### src/rtl/pes_consts.svh
// Constants for the second platform error status block.
`ifndef PES_CONSTS_SVH
`define PES_CONSTS_SVH

// -----------------------------------------------------------------------------
// Register byte offsets.
// -----------------------------------------------------------------------------
`define PES_OFF_STATUS 32'h0000_0000
`define PES_OFF_MASK 32'h0000_0004
`define PES_OFF_ENABLE 32'h0000_0008
`define PES_OFF_DISABLE 32'h0000_000c
`define PES_OFF_EVENT 32'h0000_0010
`define PES_OFF_EVMASK 32'h0000_0014

// -----------------------------------------------------------------------------
// Status bit positions.
// -----------------------------------------------------------------------------
`define PES_B_DECODE 0
`define PES_B_ROM 1
`define PES_B_RECOV 2
`define PES_B_PROT 3
`define PES_B_PARITY 4
`define PES_B_CORR 5
`define PES_B_NCORR 6
`define PES_B_CFG_NCR 17
`define PES_B_CRC 18
`define PES_B_ECC 19
`define PES_B_RSV0 20
`define PES_B_RSV1 21
`define PES_B_RTC 22
`define PES_B_PLL1 23
`define PES_B_PLL2 24
`define PES_B_CLKMON 25
`define PES_B_TIMEOUT 26
`define PES_B_MPU 27
`define PES_B_PPU 28

// Valid source bits: 0-6, 17-19, 22-28.
`define PES_SRC_BITS 32'h1fce_007f
`define PES_MASK_RESET 32'h1fce_007f
`define PES_RESP_OKAY 1'b0
`endif

### src/rtl/pes_pkg.sv
// Types for the second platform error status block.
package pes_pkg;
  // One indication per documented source.
  typedef struct packed {
    logic decode_err;
    logic rom_err;
    logic recov_err;
    logic prot_err;
    logic parity_err;
    logic corr_err;
    logic ncorr_err;
    logic cfg_ncr_err;
    logic crc_err;
    logic ecc_err;
    logic rtc_alarm;
    logic pll1_unlocked;
    logic pll2_unlocked;
    logic clkmon_err;
    logic timeout_err;
    logic mpu_err;
    logic ppu_err;
  } pes_src_t;

  // Bus slave states.
  typedef enum logic [1:0] {
    PES_IDLE = 2'b01,
    PES_DATA = 2'b10
  } pes_state_t;
endpackage

### src/rtl/pes_status.sv
// Second platform error status register bank with AHB-Lite slave.
//
// Register access over AHB-Lite and the register addresses were left to the implementer.
`timescale 1ns/100ps
`include "pes_consts.svh"

module pes_status (
  input wire logic hclk,
  input wire logic hresetn,
  input wire logic hsel,
  input wire logic [31:0] haddr,
  input wire logic [1:0] htrans,
  input wire logic hwrite,
  input wire logic [2:0] hsize,
  input wire logic [31:0] hwdata,
  input wire logic hready,
  output logic [31:0] hrdata,
  output logic hreadyout,
  output logic hresp,
  input wire pes_pkg::pes_src_t src_err,
  output logic [31:0] jtag_mirror,
  output logic irq
);

  // ---------------------------------------------------------------------------
  // Source synchronisers.
  // ---------------------------------------------------------------------------

  // Sources come from other units and may be asynchronous, so three stages.
  logic [31:0] raw;
  logic [31:0] s1;
  logic [31:0] s2;
  logic [31:0] s3;
  logic [31:0] status;

  // Map each source to its fixed position; reserved bits stay zero here.
  always_comb
  begin
    raw = 32'h0000_0000;
    raw[`PES_B_DECODE] = src_err.decode_err;
    raw[`PES_B_ROM] = src_err.rom_err;
    raw[`PES_B_RECOV] = src_err.recov_err;
    raw[`PES_B_PROT] = src_err.prot_err;
    raw[`PES_B_PARITY] = src_err.parity_err;
    raw[`PES_B_CORR] = src_err.corr_err;
    raw[`PES_B_NCORR] = src_err.ncorr_err;
    raw[`PES_B_CFG_NCR] = src_err.cfg_ncr_err;
    raw[`PES_B_CRC] = src_err.crc_err;
    raw[`PES_B_ECC] = src_err.ecc_err;
    raw[`PES_B_RTC] = src_err.rtc_alarm;
    raw[`PES_B_PLL1] = src_err.pll1_unlocked;
    raw[`PES_B_PLL2] = src_err.pll2_unlocked;
    raw[`PES_B_CLKMON] = src_err.clkmon_err;
    raw[`PES_B_TIMEOUT] = src_err.timeout_err;
    raw[`PES_B_MPU] = src_err.mpu_err;
    raw[`PES_B_PPU] = src_err.ppu_err;
  end

  // Three-stage pipe; only the second stage reads the first.
  always_ff @(posedge hclk or negedge hresetn)
  begin
    if (!hresetn)
    begin
      s1 <= 32'h0000_0000;
      s2 <= 32'h0000_0000;
      s3 <= 32'h0000_0000;
    end
    else
    begin
      s1 <= raw;
      s2 <= s1;
      s3 <= s2;
    end
  end

  // A bit changes only once stages two and three agree, filtering glitches.
  always_ff @(posedge hclk or negedge hresetn)
  begin
    if (!hresetn)
      status <= 32'h0000_0000;
    else
      status <= ((status & (s2 ^ s3)) | (s3 & ~(s2 ^ s3))) & `PES_SRC_BITS;
  end

  // Status value as software sees it: raw, unmasked, reserved bits forced.
  logic [31:0] status_view;
  assign status_view = (status & `PES_SRC_BITS) | (32'h1 << `PES_B_RSV1);

  // JTAG mirror is the status word bit-reversed, so bit 0 lands on bit 31.
  function automatic logic [31:0] pes_reverse(input logic [31:0] v);
    logic [31:0] r;
    r = 32'h0000_0000;
    for (int i = 0; i < 32; i++)
      r[31 - i] = v[i];
    return r;
  endfunction

  // Mirror is registered so the scan view never shows a half-settled word.
  always_ff @(posedge hclk or negedge hresetn)
  begin
    if (!hresetn)
      jtag_mirror <= 32'h0000_0000;
    else
      jtag_mirror <= pes_reverse(status_view);
  end

  // ---------------------------------------------------------------------------
  // AHB-Lite slave.
  // ---------------------------------------------------------------------------

  pes_pkg::pes_state_t state;
  logic [31:0] addr_q;
  logic write_q;
  logic [31:0] mask;
  logic [31:0] event_flags;
  logic [31:0] evmask;
  logic take;
  logic wr_en;
  logic rd_en;

  // Every slave answers with zero wait states.
  assign take = hsel && htrans[1] && hready;
  assign hreadyout = 1'b1;
  assign hresp = `PES_RESP_OKAY;
  assign wr_en = (state == pes_pkg::PES_DATA) && write_q;
  assign rd_en = take && !hwrite;

  // Capture the address phase for the following data phase.
  always_ff @(posedge hclk or negedge hresetn)
  begin
    if (!hresetn)
    begin
      state <= pes_pkg::PES_IDLE;
      addr_q <= 32'h0000_0000;
      write_q <= 1'b0;
    end
    else
    begin
      state <= take ? pes_pkg::PES_DATA : pes_pkg::PES_IDLE;
      if (take)
      begin
        addr_q <= haddr;
        write_q <= hwrite;
      end
    end
  end

  // Mask: enable writes clear bits, disable writes set them; zeros ignored.
  always_ff @(posedge hclk or negedge hresetn)
  begin
    if (!hresetn)
      mask <= `PES_MASK_RESET;
    else if (wr_en && addr_q == `PES_OFF_ENABLE)
      mask <= mask & ~(hwdata & `PES_SRC_BITS);
    else if (wr_en && addr_q == `PES_OFF_DISABLE)
      mask <= mask | (hwdata & `PES_SRC_BITS);
  end

  // Interrupt mask over the sticky event flags, written directly.
  always_ff @(posedge hclk or negedge hresetn)
  begin
    if (!hresetn)
      evmask <= 32'h0000_0000;
    else if (wr_en && addr_q == `PES_OFF_EVMASK)
      evmask <= hwdata & `PES_SRC_BITS;
  end

  // Sticky events catch rising status; a new rise beats the read clear.
  logic [31:0] rises;
  logic [31:0] prev_status;
  assign rises = status & ~prev_status & ~mask;

  always_ff @(posedge hclk or negedge hresetn)
  begin
    if (!hresetn)
    begin
      prev_status <= 32'h0000_0000;
      event_flags <= 32'h0000_0000;
    end
    else
    begin
      prev_status <= status;
      if (rd_en && haddr == `PES_OFF_EVENT)
        event_flags <= rises;
      else
        event_flags <= event_flags | rises;
    end
  end

  // Interrupt is high while an unmasked event flag stands.
  assign irq = |(event_flags & evmask);

  // Read data registered at the address phase for the data phase.
  always_ff @(posedge hclk or negedge hresetn)
  begin
    if (!hresetn)
      hrdata <= 32'h0000_0000;
    else if (rd_en)
    begin
      unique case (haddr)
        `PES_OFF_STATUS: hrdata <= status_view;
        `PES_OFF_MASK: hrdata <= mask;
        `PES_OFF_EVENT: hrdata <= event_flags;
        `PES_OFF_EVMASK: hrdata <= evmask;
        default: hrdata <= 32'h0000_0000;
      endcase
    end
  end
endmodule
### config.mk
export PLATFORM = sky130hd
export DESIGN_NAME = pes_status
export DESIGN_NICKNAME = d
export VERILOG_FILES = /design/src/rtl/pes_pkg.sv /design/src/rtl/pes_status.sv
export VERILOG_INCLUDE_DIRS = /design/src /design/src/rtl
export SDC_FILE = /design/constraint.sdc
export NUM_CORES = 1
export LEC_CHECK = 0
export BUFFER_PORTS_ARGS = -buffer_cell sky130_fd_sc_hd__buf_2
export CORE_UTILIZATION = 58
export DETAILED_ROUTE_END_ITERATION = 8
export GPL_ROUTABILITY_DRIVEN = 0
export GPL_TIMING_DRIVEN = 0
export PLACE_DENSITY = 0.84
export RECOVER_POWER = 50
export SETUP_SLACK_MARGIN = 0.1
export SYNTH_ARGS = -nofsm -noshare
export SYNTH_HDL_FRONTEND = slang
export SYNTH_SLANG_ARGS = --single-unit
### constraint.sdc
create_clock -name hclk -period 4.01 [get_ports hclk]
set_input_delay 0.6015 -clock hclk [delete_from_list [all_inputs] [get_ports hclk]]
set_output_delay 0.6015 -clock hclk [all_outputs]
set_load 0.005 [all_outputs]
==> flow_summary.toml, run 1 <==
[run_status]
run_status = "complete, but fails checks"
violations = "capacitance limit, slew limit"

[floorplanning]
floorplan_die_width_um = 116
num_rows = 41
die_area_sq_mm = 0.0134
io-pin-count = 158
dieHeight_um = 116
core_region_area_sq_mm = 0.0126
initial_utilization = 0.593

[cells_and_area]
insertedDiodeCount = 0
final_layout_size_suffix_gt1_frac = 0.435
syn2layout_area_growth_pct = 20.2
mostFrequentLayoutCells = "sky130_fd_sc_hd__dfrtp_1 (173), sky130_fd_sc_hd__buf_2 (121), sky130_fd_sc_hd__mux2_2 (57)"
mostFrequentLayoutCell = "sky130_fd_sc_hd__dfrtp_1"
max_flop_register = "addr_q"
final_stage_net_count = 752
largestRegisters = "addr_q: 32 flops, hrdata: 19 flops"
num-fill-cells = 829
final-instance-count-excl-fill = 846
largest_register_ffs = 32

[sta]
timing.final.crit_share = 0.633
timing.slew.headroom = -0.549
max_clock_freq_mhz = 394
finClkSkew_ns = 0.00646
setup_violations = 0
rsz_0062_raised_after_global_routing = "false"
min_setup_slack_post_route_ns = 1.47
slew_violations = 95
worst_pin_slew_ns = 2.32
minimum_clock_period_after_layout_ns = 2.54
setup_total_negative_slack_ns = 0
final-hold-violation-count = 0

[clock_tree]
cts_inserted_buffers = 17
cts.clk_slew.worst_paths_ns = 0.07
cts.path.max_buffers = 2
cts_tree = "yes"
ctsRootBufferMaster = "sky130_fd_sc_hd__clkbuf_16"
ctsResizeCount = 0
hold_buf_count_cts = 0
cts_sinks = 191
post-cts-setup-buffers = 0
clock_network_latency_to_the_later_pin_of_the_worst_skew_pair_ns = 0.44
htree_num_levels = 4

[grt]
total_congestion_overflow_after_global_routing = 0
first_global_vias = 4839
largest_net_degree_at_the_start_of_global_routing = 98
track_usage = 0.256
global_route_wire_length_before_repair_um = 24900
antenna_found_initial = 0

[synthesis]
post_synth_instance_area_sq_mm = 0.00749
synth_seq_cells = 191
synthesis.area_per_instance_sq_um = 14.8
synth.yosys.warnings = 0
synth.yosys.seq_area_share = 0.641
syn-instance-count = 505
synth_cell_type_count = 37

[placed_design]
detailedPlace.worstSlack_ns = 1.41
dp_cells = 814
place.port_buffers = 121
dp_hpwl_um = 10500

[detailed_routing]
post_drt_via_cell_ratio = 5.44
drtIter0Drc = 306
avgRoutedWirePerCell_um = 18.3
num_vias = 4601
postRouteWirelength_um = 15400
drt_pass1_iterations = 4
detail-route-antenna-nets = 0
drc = 0

[setup_path]
regToRegEndpoint = "evmask[22]"
crit_path_max_fanout = 10
cp-endpoint = "evmask[22]"
worstSetupPathType = "flop to flop"
critPathLaunchType = "flop"
cp.arrival_ns = 2.86
worst_r2r_path_depth = 5
regToRegStartpoint = "addr_q[10]"
setup.reg_to_reg.worst_slack_ns = 1.47
crit_start = "addr_q[10]"
worst_ep_required_time_ns = 4.33
worst_setup_path_end_kind = "flop"

[pwr]
vdd.ir_drop.worst_mv = 0.335
power_per_cell_area_mw_per_mm2 = 467
p_leak_nw = 4.18

[flow_run]
cap_violations = 1

[worst_hold_path]
worstHoldPathType = "input pin to flop"
## metal layers
layer  wire length, um  up-vias  GRT usage
met5                 0        -          0
met4               450        0      0.142
met3               985       38     0.0696
met2              7540      174      0.411
met1              6460     2336      0.317
li1                  -     2053          -
## cell usage after synthesis, drive strengths merged
master    n  area, sq um
a21o     16          120
a221oi    2         17.5
a222oi    1         10.0
a22o      2         17.5
a22oi     4         30.0
and2      1         6.26
and3      1         6.26
and4      2         17.5
and4bb    1         12.5
buf      32          238
clkbuf   15         56.3
conb      2         7.51
dfrtp   173         4330
dfstp    18          473
inv      35          131
maj3     17          170
mux2     67          792
mux4     17          383
nand2    21         78.8
nand2b    1         6.26
nand3     3         15.0
nand4     3         40.0
nor2      3         11.3
nor2b     1         6.26
nor3b    16          120
nor4     32          294
o21ai    17         85.1
o41ai     1         8.76
or2       1         6.26
## worst min path at each step
stage                           start         to  cells past startpoint
after floorplan               hresetn  addr_q[0]                      0
after global placement          s1[1]      s2[1]                      0
after detailed placement        s1[1]      s2[1]                      0
after CTS                     hresetn     s1[28]                      1
after global routing      src_err[15]      s1[1]                      1
final                     src_err[12]      s1[4]                      1
## per-stage QoR
step	cell area [sq um]	util	hold slack (ns)	total power (W)
floorplan	7550	-	0.306	0.00234
global placement	8370	0.663	0.332	0.00248
detailed placement	8400	0.666	0.335	0.00251
CTS	9010	0.714	0.202	0.00423
global route	9000	0.713	0.250	0.00436
finish	9000	0.713	0.267	0.00420
## worst max-delay path: stages (launching register included)
cell and delay, ns:
sky130_fd_sc_hd__dfrtp_1 0.39, sky130_fd_sc_hd__nor4_2 0.35, sky130_fd_sc_hd__nand4_2 0.38, sky130_fd_sc_hd__nor4_4 0.69, sky130_fd_sc_hd__buf_6 0.28, sky130_fd_sc_hd__mux2_4 0.32
## power by group
part	switching, W	internal, W
clock network	0.000679	0.00105
registers	0.0000991	0.00205
logic	0.000158	0.000164
total	0.000935	0.00327
## cell families after synthesis
| group | count (synthesis) | synth area share |
|---|---|---|
| flip-flops | 191 | 0.641 |
| adder cells (fa/ha/maj) | 17 | 0.0227 |
| AND/OR/NAND/NOR | 86 | 0.0829 |
| buffers and inverters | 82 | 0.0568 |
| multiplexers | 84 | 0.157 |
| other | 2 | 0.00100 |
| AO/OA/AOI/OAI | 43 | 0.0386 |
## cell type report
| class | instances | area (sq um) | area share |
|---|---|---|---|
| Sequential cell | 191 | 4800 | 0.534 |
| Multi-Input combinational cell | 247 | 2320 | 0.258 |
| Timing Repair Buffer | 122 | 633 | 0.0703 |
| Clock buffer | 27 | 503 | 0.0559 |
| Buffer | 47 | 294 | 0.0327 |
| Tap cell | 172 | 215 | 0.0239 |
| Inverter | 35 | 131 | 0.0146 |
| Clock inverter | 5 | 103 | 0.0114 |
No activity file was read; power rests on OpenSTA's default activity.
==> inputs of run 2 (changes only) <==
--- a/config.mk
+++ b/config.mk
@@ -6,12 +6,13 @@
 export SDC_FILE = /design/constraint.sdc
 export NUM_CORES = 1
 export LEC_CHECK = 0
+export ABC_AREA = 1
 export BUFFER_PORTS_ARGS = -buffer_cell sky130_fd_sc_hd__buf_2
-export CORE_UTILIZATION = 58
+export CORE_UTILIZATION = 50
 export DETAILED_ROUTE_END_ITERATION = 8
 export GPL_ROUTABILITY_DRIVEN = 0
 export GPL_TIMING_DRIVEN = 0
-export PLACE_DENSITY = 0.84
+export PLACE_DENSITY = 0.76
 export RECOVER_POWER = 50
 export SETUP_SLACK_MARGIN = 0.1
 export SYNTH_ARGS = -nofsm -noshare
==> constraint.sdc (replaced) <==
create_clock -name hclk -period 2.2 [get_ports hclk]
set_input_delay 0.33 -clock hclk [delete_from_list [all_inputs] [get_ports hclk]]
set_output_delay 0.33 -clock hclk [all_outputs]
set_load 0.005 [all_outputs]
==> run 2 against run 1 <==
The flow now finishes without violations; total power rose by 84%; final cell count rose by 43%; synthesized cell count rose by 61%; critical path type is now flop to output port; highest routed layer unchanged.
==> flow_summary.toml, run 2 <==
[grt]
total_congestion_overflow_after_global_routing = 0
track_usage = 0.232
first_global_vias = 5799
largest_net_degree_at_the_start_of_global_routing = 109
antenna_found_initial = 0
global_route_wire_length_before_repair_um = 29000

[sta]
min_setup_slack_post_route_ns = 0.268
max_clock_freq_mhz = 518
final-hold-violation-count = 0
timing.final.crit_share = 0.878
setup_total_negative_slack_ns = 0
worst_pin_slew_ns = 1.12
setup_violations = 0
rsz_0062_raised_after_global_routing = "false"
finClkSkew_ns = 0.00644
minimum_clock_period_after_layout_ns = 1.93
slew_violations = 0
timing.slew.headroom = 0.253

[synthesis]
postSynth.asyncResetShare = 1.00
dominantRegCellSynth = "sky130_fd_sc_hd__dfrtp_1"
biggest_area_contributors_in_the_synthesized_netlist = "sky130_fd_sc_hd__dfrtp_1 (54%), sky130_fd_sc_hd__nand2_1 (9.4%), sky130_fd_sc_hd__dfstp_2 (5.9%), sky130_fd_sc_hd__nand3_1 (4.7%), sky130_fd_sc_hd__inv_1 (3.5%)"
synth.yosys.seq_area_share = 0.599
post-synth-top-area-cell = "sky130_fd_sc_hd__dfrtp_1"
yosys-top-cells-count = "sky130_fd_sc_hd__nand2_1 (201), sky130_fd_sc_hd__dfrtp_1 (173), sky130_fd_sc_hd__nand3_1 (76), sky130_fd_sc_hd__inv_1 (75), sky130_fd_sc_hd__nor2_1 (36)"
post_synth_instance_area_sq_mm = 0.00801
synth_enable_flop_cells = 0
synthMostInstantiatedCell = "sky130_fd_sc_hd__nand2_1"
synth_seq_cells = 191
synth.yosys.warnings = 0
synthesis.area_per_instance_sq_um = 9.83
syn-instance-count = 815
synth_cell_type_count = 33
post-synth-top-area-fraction = 0.540

[cells_and_area]
largestRegisters = "addr_q: 32 flops, hrdata: 19 flops"
max_flop_register = "addr_q"
seqCellArea_sq_mm = 0.00480
final_stage_net_count = 1081
syn2layout_area_growth_pct = 22.0
largest_register_ffs = 32
final_layout_size_suffix_gt1_frac = 0.270
mostFrequentLayoutCell = "sky130_fd_sc_hd__nand2_1"
num-fill-cells = 1287
insertedDiodeCount = 0
mostFrequentLayoutCells = "sky130_fd_sc_hd__nand2_1 (201), sky130_fd_sc_hd__dfrtp_1 (173), sky130_fd_sc_hd__buf_2 (124)"
multi_input_area_sq_mm = 0.00257
total_non_filler_cell_area_in_the_finished_layout_sq_mm = 0.00977

[clock_tree]
cts_inserted_buffers = 17
cts_sinks = 191
ctsResizeCount = 0
post-cts-setup-buffers = 0
cts.clk_slew.worst_paths_ns = 0.07
cts.path.max_buffers = 2
htree_num_levels = 4
ctsRootBufferMaster = "sky130_fd_sc_hd__clkbuf_16"
cts_tree = "yes"
clock_network_latency_to_the_later_pin_of_the_worst_skew_pair_ns = 0.44

[floorplanning]
num_rows = 45
core_region_area_sq_mm = 0.0154
dieHeight_um = 129
io-pin-count = 158
initial_utilization = 0.519
die_area_sq_mm = 0.0165
floorplan_die_width_um = 129

[detailed_routing]
drc = 0
num_vias = 5999
postRouteWirelength_um = 17900
avgRoutedWirePerCell_um = 14.7
drt_pass1_iterations = 5
drtIter0Drc = 379
post_drt_via_cell_ratio = 4.94
detail-route-antenna-nets = 0

[placed_design]
detailedPlace.worstSlack_ns = 0.269
place.port_buffers = 122
dp_hpwl_um = 12200
dpl-instance-area_sq_mm = 0.00898

[flow_run]
cap_violations = 0

[pwr]
totalPowerFinal_w = 0.00774
p_leak_nw = 5.13
power_per_cell_area_mw_per_mm2 = 792
vdd.ir_drop.worst_mv = 0.590

[setup_path]
worst_setup_path_end_kind = "output port"
worst_ep_required_time_ns = 1.87
critPathLaunchType = "flop"
cp.arrival_ns = 1.60
crit_path_max_fanout = 3
worstSetupPathType = "flop to output port"

[worst_hold_path]
worstHoldPathType = "input pin to flop"

[run_status]
run_status = "finished, final reports clean"
==> run 2: cell count changes in the layout (fill, tap and decap cells not counted), moves of 27 or more <==
cell,change
sky130_fd_sc_hd__nand2_1,+180
sky130_fd_sc_hd__nand3_1,+73
sky130_fd_sc_hd__nor2_1,+34
sky130_fd_sc_hd__inv_1,+40
sky130_fd_sc_hd__mux2_2,-57
sky130_fd_sc_hd__o21ai_2,+27
==> run 2: worst max-delay path, stage by stage (launching register included) <==
cell and delay (ns):
sky130_fd_sc_hd__dfrtp_1 0.40, sky130_fd_sc_hd__nand2_1 0.09, sky130_fd_sc_hd__nand4_1 0.14, sky130_fd_sc_hd__nor4_1 0.26, sky130_fd_sc_hd__nand2_1 0.14, sky130_fd_sc_hd__buf_2 0.15
==> run 2: cells by family after synthesis <==
kind of cell               Yosys count  synth area share
buffers and inverters              135            0.0859
adders and majority gates           17            0.0212
DFF                                191             0.599
and+or+nand+nor                    381             0.224
AOI/OAI and AO/OA                   89            0.0682
other                                2          0.000937
==> run 2: cell type report <==
cell class | count | share of cell area
plain buffers | 56 | 0.0401
clock buffers | 19 | 0.0453
clock inverters | 13 | 0.0192
inverters | 79 | 0.0303
multi-input cells | 504 | 0.263
flip-flops and latches | 191 | 0.491
well taps | 211 | 0.0270
repair buffers | 141 | 0.0835
==> run 2: layer usage <==
layer / vias to the layer above / wire [um] / global-route usage
met4: 0 / 450 / 0.102
met1: 2823 / 7830 / 0.308
li1: 2928 / - / -
met3: 33 / 1150 / 0.0561
met2: 215 / 8450 / 0.366
met5: - / 0 / 0
==> run 2: final timing paths <==
check	from	end	slack [ns]	cells past startpoint
min in group asynchronous	hresetn	s1[1]	0.66	2
max in group asynchronous	hresetn	mask[24]	0.47	3
hold / removal	haddr[22]	addr_q[22]	0.1	3
setup / recovery	event_flags[3]	irq	0.27	5
setup reg to reg	addr_q[23]	mask[25]	0.41	8
hold reg to reg	s1[26]	s2[26]	0.35	0
==> run 2: timing repair <==
| action | 4_1_cts | 5_1_grt |
|---|---|---|
| hold buffers | 18 | 0 |
| hold endpoints to repair | 91 | 0 |
| endpoints found under the setup margin | 0 | 0 |
==> run 2: power breakdown <==
part           switching (W)  internal, W  total [W]
sequential          0.000148      0.00375    0.00390
clock                0.00140      0.00186    0.00326
combinational       0.000321     0.000262   0.000583
total                0.00187      0.00588    0.00774
==> run 2: stage by stage <==
stage	instances	hold slack, ns	utilization
final	1214	0.0976	0.633
after global routing	1214	0.111	0.633
after CTS	1214	0.0920	0.635
after detailed placement	1164	0.335	0.582
after global placement	1163	0.332	0.580
after floorplan	830	0.0344	-
==> inputs of run 3 (changes only) <==
--- a/config.mk
+++ b/config.mk
@@ -8,12 +8,12 @@
 export LEC_CHECK = 0
 export ABC_AREA = 1
 export BUFFER_PORTS_ARGS = -buffer_cell sky130_fd_sc_hd__buf_2
-export CORE_UTILIZATION = 50
+export CORE_UTILIZATION = 40
 export DETAILED_ROUTE_END_ITERATION = 8
 export GPL_ROUTABILITY_DRIVEN = 0
 export GPL_TIMING_DRIVEN = 0
-export PLACE_DENSITY = 0.76
 export RECOVER_POWER = 50
+export REMOVE_ABC_BUFFERS = 1
 export SETUP_SLACK_MARGIN = 0.1
 export SYNTH_ARGS = -nofsm -noshare
 export SYNTH_HDL_FRONTEND = slang
==> run 3 against run 2 <==
Register-to-register slack worse by 0.08 ns; first-iteration DRC count increased by 6.3%; critical path depth unchanged; clock power fell by 3%; flip-flop and latch count unchanged; largest cell class unchanged.
==> flow_summary.toml, run 3 (same netlist as run 2, synthesis figures left out) <==
[pwr]
p_leak_nw = 4.93
power.clock.fraction = 0.415
pwr-share-seq = 0.513
totalPowerFinal_w = 0.00758
power.switching_fraction = 0.238
p_int_w = 0.00577
power_per_cell_area_mw_per_mm2 = 787
vdd.ir_drop.worst_mv = 0.472
combPwrFrac = 0.072
power_switching_w = 0.00181

[floorplanning]
io-pin-count = 158
num_rows = 51
dieHeight_um = 144
die_area_sq_mm = 0.0206
initial_utilization = 0.410
floorplan_die_width_um = 144
core_region_area_sq_mm = 0.0195

[cells_and_area]
num-fill-cells = 1894
final_stage_net_count = 1039
mostFrequentLayoutCells = "sky130_fd_sc_hd__nand2_1 (201), sky130_fd_sc_hd__dfrtp_1 (173), sky130_fd_sc_hd__buf_2 (112)"
final-instance-count-excl-fill = 1226
max_flop_register = "addr_q"
final_layout_size_suffix_gt1_frac = 0.247
largestRegisters = "addr_q: 32 flops, hrdata: 19 flops"
mostFrequentLayoutCell = "sky130_fd_sc_hd__nand2_1"
syn2layout_area_growth_pct = 20.2
insertedDiodeCount = 0
total_non_filler_cell_area_in_the_finished_layout_sq_mm = 0.00963
largest_register_ffs = 32

[worst_hold_path]
worstHoldPathType = "input pin to flop"

[placed_design]
place.port_buffers = 122
dp_cells = 1166
dp_hpwl_um = 11100
detailedPlace.worstSlack_ns = -1.63
dpl-instance-area_sq_mm = 0.00874

[grt]
total_congestion_overflow_after_global_routing = 0
largest_net_degree_at_the_start_of_global_routing = 105
global_route_wire_length_before_repair_um = 28800
first_global_vias = 5565
track_usage = 0.188
antenna_found_initial = 0

[detailed_routing]
drt_pass1_iterations = 5
detail-route-antenna-nets = 0
drc = 0
num_vias = 5781
avgRoutedWirePerCell_um = 14.6
postRouteWirelength_um = 17900
drtIter0Drc = 403
post_drt_via_cell_ratio = 4.72

[setup_path]
worst_ep_required_time_ns = 1.87
setup.reg_to_reg.worst_slack_ns = 0.33
regToRegStartpoint = "addr_q[1]"
crit_start = "event_flags[4]"
cp.arrival_ns = 1.61
critPathLaunchType = "flop"
worst_r2r_path_depth = 5
crit_path_max_fanout = 3
worst_setup_path_end_kind = "output port"
worstSetupPathType = "flop to output port"
regToRegEndpoint = "mask[24]"
cp-endpoint = "irq"

[clock_tree]
cts_tree = "yes"
cts_inserted_buffers = 17
htree_num_levels = 4
cts.clk_slew.worst_paths_ns = 0.06
clock_network_latency_to_the_later_pin_of_the_worst_skew_pair_ns = 0.43
cts.path.max_buffers = 2
ctsRootBufferMaster = "sky130_fd_sc_hd__clkbuf_16"
cts_sinks = 191

[sta]
slew_violations = 0
final-hold-violation-count = 0
finClkSkew_ns = 0.00738
rsz_0062_raised_after_global_routing = "false"
setup_violations = 0
min_setup_slack_post_route_ns = 0.262
finalHoldWorstSlack_ns = 0.0755
max_clock_freq_mhz = 516
timing.final.crit_share = 0.881
timing.slew.headroom = 0.198
worst_pin_slew_ns = 1.20
minimum_clock_period_after_layout_ns = 1.94

[flow_run]
cap_violations = 0

[run_status]
run_status = "finished, final reports clean"
[run 3: changes by cell type in the layout (fill, tap and decap cells not counted), moves of 4 or more]
cell                         before  now
sky130_fd_sc_hd__buf_4           32    7
sky130_fd_sc_hd__buf_2          124  112
sky130_fd_sc_hd__buf_6            7    2
sky130_fd_sc_hd__clkbuf_1        15   10
sky130_fd_sc_hd__clkinvlp_4       0    4
sky130_fd_sc_hd__inv_6            7    3
[run 3: how the worst min path moves through the flow]
stage | startpoint | end | slack (ns) | cells past startpoint
global placement | s1[23] | s2[23] | 0.33 | 0
finish | src_err[6] | s1[22] | 0.08 | 1
global route | src_err[6] | s1[22] | 0.04 | 1
CTS | src_err[6] | s1[22] | 0.03 | 1
detailed placement | s1[22] | s2[22] | 0.33 | 0
floorplan | hresetn | addr_q[0] | 0.03 | 0
[run 3: cell type report]
| class | count | area, sq um | area share |
|---|---|---|---|
| inverters | 79 | 299 | 0.0311 |
| flip-flops and latches | 191 | 4800 | 0.499 |
| multi-input cells | 506 | 2630 | 0.273 |
| repair buffers | 153 | 970 | 0.101 |
| clock inverters | 13 | 161 | 0.0168 |
| clock buffers | 19 | 433 | 0.0450 |
| well taps | 265 | 332 | 0.0344 |
[run 3: power groups by stage]
stage	Combinational (W)	Sequential, W	Clock (W)
after global placement	0.000507	0.00395	0
final	0.000544	0.00389	0.00315
after floorplan	0.000264	0.00392	0
after CTS	0.000563	0.00389	0.00322
after detailed placement	0.000528	0.00395	0
after global routing	0.000631	0.00392	0.00337
[run 3: stage by stage]
step,utilization,TNS (ns)
after global routing,0.493,0
after floorplan,-,-23.87
after global placement,0.441,-538.91
final,0.493,0
after detailed placement,0.448,-40.97
after CTS,0.491,0
[run 3: critical path: stages (launching register included)]
cell and delay [ns]:
sky130_fd_sc_hd__dfrtp_1 0.39, sky130_fd_sc_hd__nand2_1 0.09, sky130_fd_sc_hd__nand4_1 0.16, sky130_fd_sc_hd__nor4_2 0.30, sky130_fd_sc_hd__nand2_1 0.11, sky130_fd_sc_hd__buf_2 0.14
[run 3: repair_timing]
action / in CTS / in global routing
endpoints found under the hold margin: 95 / 0
hold buffers: 17 / 0
pin swaps: 4 / 4
setup endpoints to repair: 52 / 24
cloned: 2 / 0
gates resized for setup: 3 / 3
buffers inserted: 4 / 5
[run 3: layer usage]
metal  GRT usage  vias up  wire [um]
met5           0        -          0
met3      0.0463       20        812
met2       0.305      127       8580
met1       0.249     2787       8290
li1            -     2847          -
met4      0.0582        0        239
